<file path="config.mk">
export PLATFORM = sky130hd
export DESIGN_NAME = rx_packet_stat_counters
export DESIGN_NICKNAME = d
export VERILOG_FILES = /design/src/rtl/rx_stat_pkg.sv /design/src/rtl/rx_packet_stat_counters.sv
export VERILOG_INCLUDE_DIRS = /design/src /design/src/rtl
export SDC_FILE = /design/constraint.sdc
export NUM_CORES = 1
export LEC_CHECK = 0
export ABC_AREA = 1
export BUFFER_PORTS_ARGS = -buffer_cell sky130_fd_sc_hd__buf_4
export CAP_MARGIN = 20
export CORE_ASPECT_RATIO = 0.9
export CORE_MARGIN = 1.5
export CORE_UTILIZATION = 60
export CTS_CLUSTER_DIAMETER = 100
export CTS_CLUSTER_SIZE = 10
export DETAILED_ROUTE_END_ITERATION = 7
export GPL_ROUTABILITY_DRIVEN = 0
export PLACE_DENSITY = 0.92
export SLEW_MARGIN = 20
export SYNTH_ARGS = -nofsm -noshare
export SYNTH_HDL_FRONTEND = slang
export SYNTH_SLANG_ARGS = --single-unit
export TNS_END_PERCENT = 10
</file>
<file path="constraint.sdc">
create_clock -name clk_i -period 2.3 [get_ports clk_i]
set_input_delay 0.46 -clock clk_i [delete_from_list [all_inputs] [get_ports clk_i]]
set_output_delay 0.46 -clock clk_i [all_outputs]
set_load 0.01 [all_outputs]
</file>
<file path="src/rtl/rx_stat_regs.svh">
// Register indices, field positions, reset values for the receive statistics counters
`ifndef RX_STAT_REGS_SVH
`define RX_STAT_REGS_SVH

// ****************************************************************
// Register indices (byte address = 4 * index)
// ****************************************************************
`define RX_CTRL_IDX          16'hF010
`define RX_PKT_CNT_LO_IDX    16'hF021
`define RX_PKT_CNT_MID_IDX   16'hF022
`define RX_PKT_CNT_HI_IDX    16'hF023
`define RX_BYTE_CNT_LO_IDX   16'hF024
`define RX_BYTE_CNT_MID_IDX  16'hF025
`define RX_BYTE_CNT_HI_IDX   16'hF026
`define RX_CRC_CNT_LO_IDX    16'hF027
`define RX_CRC_CNT_MID_IDX   16'hF028
`define RX_CRC_CNT_HI_IDX    16'hF029

// ****************************************************************
// Control fields and reset values
// ****************************************************************
`define RX_CTRL_COR_BIT      14
`define RX_CTRL_CLR_BIT      6
`define RX_CTRL_WR_MASK      16'h4040
`define RX_CTRL_RESET        16'h0000
`define RX_COUNT_RESET       48'h0000_0000_0000
`define RX_WORD_RESET        16'h0000

`endif

</file>
<file path="src/rtl/rx_stat_pkg.sv">
// Types shared by the receive statistics counter block
package rx_stat_pkg;

   // ****************************************************************
   // Receive events from the packet checker, same clock domain
   // ****************************************************************
   typedef struct packed {
      logic       pkt_done;
      logic       crc_err;
      logic [7:0] byte_inc;
   } rx_event_t;

   // ****************************************************************
   // Counter selection
   // ****************************************************************
   typedef enum logic [1:0] {
      CNT_PKT  = 2'h0,
      CNT_BYTE = 2'h1,
      CNT_CRC  = 2'h2
   } cnt_sel_t;

   // ****************************************************************
   // Word within a 48-bit counter
   // ****************************************************************
   typedef enum logic [1:0] {
      WORD_LO   = 2'h0,
      WORD_MID  = 2'h1,
      WORD_HI   = 2'h2,
      WORD_NONE = 2'h3
   } word_sel_t;

endpackage

</file>
<file path="src/rtl/rx_packet_stat_counters.sv">
// Receive packet, byte and CRC-error statistics counters behind a Wishbone slave
//
// Contract
// - 48-bit received packet count, three words
// - 48-bit received byte count, preamble included
// - 48-bit CRC-error packet count, words exposed
// - Clear-on-read off: reads leave counters unchanged
// - Clear-on-read off: clear on reset-bit rising edge
// - Clear-on-read on: reading a word clears it
// - Packet upper words refresh on low read
// - Byte upper words refresh on low read
// - CRC upper words refresh on low read
`include "rx_stat_regs.svh"
`timescale 1ns/1ps
`default_nettype none

module rx_packet_stat_counters (
   // Clock and reset
   input  wire logic                  clk_i,
   input  wire logic                  rst_i,
   // Wishbone classic slave
   input  wire logic [31:0]           adr_i,
   input  wire logic [31:0]           dat_i,
   output logic      [31:0]           dat_o,
   input  wire logic                  we_i,
   input  wire logic [3:0]            sel_i,
   input  wire logic                  cyc_i,
   input  wire logic                  stb_i,
   output logic                       ack_o,
   // Receive events from the checker
   input  wire rx_stat_pkg::rx_event_t ev_i
);

   // ****************************************************************
   // Helpers
   // ****************************************************************

   // Natural 48-bit wrap on overflow
   function automatic logic [47:0] wrap_add(
      input logic [47:0] value,
      input logic [7:0]  inc
   );
      wrap_add = value + {40'h0, inc};
   endfunction

   // Index of the low word of a counter
   function automatic logic [15:0] lo_index(
      input rx_stat_pkg::cnt_sel_t sel
   );
      case (sel)
         rx_stat_pkg::CNT_PKT: begin
            lo_index = `RX_PKT_CNT_LO_IDX;
         end
         rx_stat_pkg::CNT_BYTE: begin
            lo_index = `RX_BYTE_CNT_LO_IDX;
         end
         rx_stat_pkg::CNT_CRC: begin
            lo_index = `RX_CRC_CNT_LO_IDX;
         end
         default: begin
            lo_index = 16'hFFFF;
         end
      endcase
   endfunction

   // Which word of a counter an index hits
   function automatic rx_stat_pkg::word_sel_t word_of(
      input logic [15:0]           idx,
      input rx_stat_pkg::cnt_sel_t sel
   );
      logic [15:0] base;
      base = lo_index(sel);
      if (idx == base) begin
         word_of = rx_stat_pkg::WORD_LO;
      end else if (idx == base + 16'h0001) begin
         word_of = rx_stat_pkg::WORD_MID;
      end else if (idx == base + 16'h0002) begin
         word_of = rx_stat_pkg::WORD_HI;
      end else begin
         word_of = rx_stat_pkg::WORD_NONE;
      end
   endfunction

   // ****************************************************************
   // State
   // ****************************************************************
   logic [47:0] live      [3];
   logic [47:0] snap      [3];
   logic [47:0] next_live [3];
   logic [47:0] next_snap [3];
   logic [15:0] ctrl;
   logic [15:0] next_ctrl;
   logic        clr_q;
   logic        next_clr_q;
   logic        next_ack;
   logic [31:0] next_dat;
   logic [7:0]  inc       [3];
   logic [15:0] idx;
   logic        req;
   logic        cor;
   logic        clr_edge;

   assign idx      = adr_i[17:2];
   assign req      = cyc_i & stb_i & ~ack_o;
   assign cor      = ctrl[`RX_CTRL_COR_BIT];
   assign clr_edge = ctrl[`RX_CTRL_CLR_BIT] & ~clr_q;

   // Per-counter increments this cycle
   assign inc[0] = {7'h00, ev_i.pkt_done};
   assign inc[1] = ev_i.byte_inc;
   assign inc[2] = {7'h00, ev_i.pkt_done & ev_i.crc_err};

   // ****************************************************************
   // Next-state logic
   // ****************************************************************
   always_comb begin
      rx_stat_pkg::cnt_sel_t   sel;
      rx_stat_pkg::word_sel_t  word;
      sel        = rx_stat_pkg::CNT_PKT;
      word       = rx_stat_pkg::WORD_NONE;
      next_ctrl  = ctrl;
      next_clr_q = ctrl[`RX_CTRL_CLR_BIT];
      next_ack   = 1'b0;
      next_dat   = 32'h0000_0000;
      for (int k = 0; k < 3; k++) begin
         next_live[k] = wrap_add(live[k], inc[k]);
         next_snap[k] = snap[k];
      end

      if (req) begin
         next_ack = 1'b1;
         if (idx == `RX_CTRL_IDX) begin
            if (we_i) begin
               if (sel_i[0]) begin
                  next_ctrl[7:0] = dat_i[7:0] & 8'(`RX_CTRL_WR_MASK);
               end
               if (sel_i[1]) begin
                  next_ctrl[15:8] = dat_i[15:8] & 8'(`RX_CTRL_WR_MASK >> 8);
               end
            end else begin
               next_dat[15:0] = ctrl;
            end
         end
         for (int k = 0; k < 3; k++) begin
            sel  = rx_stat_pkg::cnt_sel_t'(k[1:0]);
            word = word_of(idx, sel);
            // Writes fall through here untouched
            if (!we_i) begin
               case (word)
                  rx_stat_pkg::WORD_LO: begin
                     next_dat[15:0] = live[k][15:0];
                     next_snap[k]   = live[k];
                     if (cor) begin
                        // Events in this cycle start the new count
                        next_live[k] = {40'h0, inc[k]};
                     end
                  end
                  rx_stat_pkg::WORD_MID: begin
                     next_dat[15:0] = snap[k][31:16];
                     if (cor) begin
                        next_snap[k][31:16] = `RX_WORD_RESET;
                     end
                  end
                  rx_stat_pkg::WORD_HI: begin
                     next_dat[15:0] = snap[k][47:32];
                     if (cor) begin
                        next_snap[k][47:32] = `RX_WORD_RESET;
                     end
                  end
                  default: begin
                     next_dat = next_dat;
                  end
               endcase
            end
         end
      end

      // Level on the reset bit must not hold counters at zero
      if (clr_edge && !cor) begin
         for (int k = 0; k < 3; k++) begin
            next_live[k] = {40'h0, inc[k]};
            next_snap[k] = `RX_COUNT_RESET;
         end
      end
   end

   // ****************************************************************
   // Registers
   // ****************************************************************
   always_ff @(posedge clk_i) begin
      if (rst_i) begin
         ctrl  <= `RX_CTRL_RESET;
         clr_q <= 1'b0;
         ack_o <= 1'b0;
         dat_o <= 32'h0000_0000;
         for (int k = 0; k < 3; k++) begin
            live[k] <= `RX_COUNT_RESET;
            snap[k] <= `RX_COUNT_RESET;
         end
      end else begin
         ctrl  <= next_ctrl;
         clr_q <= next_clr_q;
         ack_o <= next_ack;
         dat_o <= next_dat;
         for (int k = 0; k < 3; k++) begin
            live[k] <= next_live[k];
            snap[k] <= next_snap[k];
         end
      end
   end

endmodule

`default_nettype wire

</file>
# Yosys cells after proc, flatten, opt, wreduce, memory -nomap -nowiden

Memories as Yosys holds them, arrays and structs flattened.
Cells that the tools add are included.

Add/sub/neg operators: 9
Equal/unequal tests: 16
Muxes and demuxes: 64
Bitwise operators: 13
Reductions and logical operators: 8

Operators with widths:

| cell                  | count |
|---|---|
| $mux 48               | 18 |
| $mux 144              | 4 |
| $mux 16               | 15 |
| $pmux 16 s2           | 6 |
| $eq 16x16->1          | 9 |
| $pmux 16 s3           | 3 |
| $add 48x1->48         | 2 |
| $add 16x1->16 const B | 3 |
| $add 16x2->16 const B | 3 |
| $add 48x8->48         | 1 |
| $mux 15               | 2 |
| $mux 2                | 9 |
| $eq 16x16->1 const B  | 1 |
| $reduce_and 4->1      | 2 |
| $mux 1                | 7 |
| $eq 2x1->1 const B    | 3 |
| $eq 2x2->1 const B    | 3 |
| $logic_not 2->1       | 3 |
| $or 1x1->1            | 6 |
| $and 1x1->1           | 4 |
| $not 1->1             | 3 |
| $reduce_or 2->1       | 1 |
| $logic_and 1x1->1     | 1 |
| $logic_not 1->1       | 1 |

Register bits after elaboration: 36
RAM bits: 288
Input bits: 83
Memories: 2

Memories:

| memory | words | bits a word | read ports | clocked after Yosys merged registers in | write ports | RTL line                      | RTL |
|---|---|---|---|---|---|---|---|
| live   | 3     | 48          | 3          | 0                                       | 3           | rx_packet_stat_counters.sv:87 | `logic [47:0] live [3];` |
| snap   | 3     | 48          | 3          | 0                                       | 3           | rx_packet_stat_counters.sv:88 | `logic [47:0] snap [3];` |

# Depth between registers and ports, before layout

Depth after elaboration: 16
Gate-level depth with buffers: 16

# Worst setup path before layout

No wires, ideal clock.

Path kind: input to register
Start point: input port ev_i[8] (netlist name)
End point: memory live[2][42], in the netlist live[0][138]
Library setup time: 109 ps
Data arrival time: 2,009 ps
Required time: 2,191 ps
Setup slack: 183 ps
Stages: 15
Path buffers: 0
Path through: nand2_1 inv_1 ha_1 ha_1 nand2_1 nor2_2 inv_2 nor2_4 nand2_1 nor2_4 nand4_2 nor2_2 nand4_1 nand2_1 inv_1

RTL lines:

| what        | RTL line                      | RTL |
|---|---|---|
| from (decl) | rx_packet_stat_counters.sv:31 | `input wire rx_stat_pkg::rx_event_t ev_i` |
| to (decl)   | rx_packet_stat_counters.sv:87 |  |

==> results_dict.tcl <==
set metrics [dict create \
    outcome "finished clean" \
    slew_headroom_pct 42.5 \
    design_area_um2 16200 \
    cts_tree "done" \
    grt_start_max_net_pins 81 \
    ys.flop_type "dfxtp_1" \
    fill_cells 1789 \
    register_area_um2 5200 \
    maxCapViolations 0 \
    yosys.area.top_type_share_pct 36.6 \
    busiest_layer "met2" \
    clk_path_buf_depth 3 \
    core_area_um2 23300 \
    place_area_um2 15400 \
    period_share_pct 94.7 \
    synth.avg_cell_area_um2 6.54 \
    grt_use_total_pct 36.3 \
    synthCells 2173 \
    wire_per_inst_um 17.4 \
    synth_edf_count 0 \
    setup_viol 0 \
    hold_class "in2reg" \
    layout.nets 2396 \
    grt.met1_usage_pct 47.8 \
    multi_input_area_um2 7630 \
    final_common_cell "nand2_1" \
    slew_violations 0 \
    max_freq_ghz 0.459 \
    clock_skew_ns 0.0332 \
    arrival_ns 2.62 \
    rsz0062_at_grt "yes" \
    fin_util_pct 69.4 \
    p_per_area_nw_per_um2 579 \
    start_kind "register" \
    ys_seq_area_share_pct 36.6 \
    cts-htree-levels 1 \
    cts_buffers 29 \
    die_x_um 165 \
    num_vias 15900 \
    place_hpwl_um 33500 \
    drive_gt1_share_pct 11.5 \
    drt_iter0_drc 2299 \
    antenna_cells 0 \
    synth_area_um2 14200 \
    grt_pass1_vias 14400 \
    postRouteAntennaNets 0 \
    die_h_um 149 \
    ys_seq_elements 260 \
    finalHoldViolations 0 \
    cts_sinks 260 \
    worst_pin_slew_ns 0.862 \
    path_class "reg2reg" \
    fp.dieArea_um2 24600 \
    grt_pass1_wl_um 71500 \
    yosys-top-cells-area "dfxtp_1 (37%), nand2_1 (13%), nor2_1 (7.2%)" \
    switching_share_pct 24.3 \
    ioPinCount 116 \
    drt_wl_total_um 45300 \
    vias_per_cell 6.10 \
    rows 53 \
    r2r_setup_slack_ns 0.12 \
    p_comb_share_pct 8.7 \
    ir_drop_mv 0.610 \
    use_met2_pct 55.9 \
    clk_pin_slew_ns 0.06 \
    initial_utilization_pct 61.1 \
    p_int_mw 7.09 \
    numPortBuffers 51 \
    drc 0 \
    cts_hold_buf 0 \
    p_sw_mw 2.27 \
    layout_min_cycle_time_ns 2.18 \
    pwr-share-clk_pct 41.6 \
    critPathMaxFanout 3 \
    final_cell_mix "nand2_1 (496), nor2_1 (272), dfxtp_1 (260)" \
    grt_overflow_total 0 \
    yosysTopAreaCell "dfxtp_1" \
    cp.required_ns 2.74 \
    post_cts_resized 0 \
    async_flop_share_pct 0 \
    clock_latency_ns 0.56 \
    area_growth_syn_to_layout_pct 13.7 \
    p_seq_share_pct 49.6 \
    cts_setup_buffers 0 \
    grt_use_met3_pct 9.04 \
    first_pass_iters 7 \
    power_leakage_nw 6.16 \
    antenna_found_initial 0 \
    end_kind "register" \
    cts_root_buf "clkbuf_16" \
    yosysWarnings 0 \
    synth_cell_types 52 \
]
[critical path: stages (launching register included)]
cell     delay [ns]
dfxtp_1        0.33
ha_1           0.32
buf_4          0.16
a21oi_1        0.19
nand2_1        0.12
nand2_1        0.07
nand2_1        0.07
nand2_1        0.06
nand2_1        0.12
nand2_1        0.23
inv_1          0.09
nand2_1        0.13
nand2_1        0.07
inv_1          0.05
nor2_1         0.04
[logic make-up (layout without fill, tap and decap cells)]
kind of cell / after synthesis / after routing / share of synthesized area (%)
AO/OA/AOI/OAI: 324 / 324 / 12.1
XOR/XNOR: 22 / 22 / 1.36
adder cells (fa/ha/maj): 13 / 13 / 1.20
buffers and inverters: 348 / 458 / 10.2
flip-flops: 260 / 260 / 36.6
other: 1 / 16 / 0.0264
AND/OR/NAND/NOR: 1205 / 1205 / 38.5
[power by group through the flow]
stage          logic [mW]  registers [mW]  clock network, mW
3_5_place_dp        0.785            4.74                  0
4_1_cts             0.791            4.64               3.89
2_1_floorplan       0.535            4.71                  0
5_1_grt             0.897            4.65               4.07
6_report            0.818            4.65               3.90
3_3_place_gp        0.755            4.73                  0
[layout make-up]
| class | instances | area share (%) |
|---|---|---|
| Clock buffer | 29 | 4.49 |
| Inverter | 276 | 6.43 |
| Multi-Input combinational cell | 1580 | 47.2 |
| Sequential cell | 260 | 32.2 |
| Tap cell | 302 | 2.34 |
| Timing Repair Buffer | 153 | 7.34 |
[path summary, 6_finish.rpt]
| path | from | end | cells past startpoint |
|---|---|---|---|
| min | ev_i[1] | live[0][49]$_SDFF_PP0_ | 3 |
| min reg2reg | snap[0][86]$_SDFFE_PP0P_ | snap[0][86]$_SDFFE_PP0P_ | 2 |
| max reg2reg | live[0][50]$_SDFF_PP0_ | live[0][69]$_SDFF_PP0_ | 14 |
| max | live[0][50]$_SDFF_PP0_ | live[0][69]$_SDFF_PP0_ | 14 |
[routing by layer]
metal  vias up  wire (µm)
li1       7328          -
met1      7037      17200
met2      1250      19400
met3       257       6370
met4         0       2400
met5         -          0
[Yosys cell counts, types with 18 or more instances]
| library cell | count |
|---|---|
| nand3_1 | 145 |
| nor3_1 | 125 |
| nor4_1 | 18 |
| nand4_1 | 69 |
| nor2_2 | 23 |
| buf_4 | 24 |
| o21ai_0 | 82 |
| nand2_1 | 497 |
| inv_1 | 256 |
| dfxtp_1 | 260 |
| a21oi_1 | 186 |
| buf_2 | 24 |
| nor2_1 | 273 |
[stage by stage]
| step | hold slack (ns) | power, mW | setup TNS, ns | std cells | setup WS, ns |
|---|---|---|---|---|---|
| after floorplan | 0.424 | 5.24 | 0 | 2188 | 0.183 |
| after global placement | 0.432 | 5.49 | -0.718 | 2571 | -0.104 |
| after detailed placement | 0.436 | 5.52 | -2.39 | 2571 | -0.173 |
| after CTS | 0.175 | 9.33 | 0 | 2600 | 0.162 |
| after global routing | 0.198 | 9.61 | -0.0232 | 2600 | -0.0232 |
| final | 0.174 | 9.36 | 0 | 2600 | 0.122 |
[state kept, by name, summed over array words and instances, names as in the netlist]
| signal | count |
|---|---|
| live | 144 |
| snap | 96 |
| dat_o | 16 |
| ctrl | 2 |
| clr_q | 1 |
| ack_o | 1 |
No activity file was read; power rests on OpenSTA's default activity.
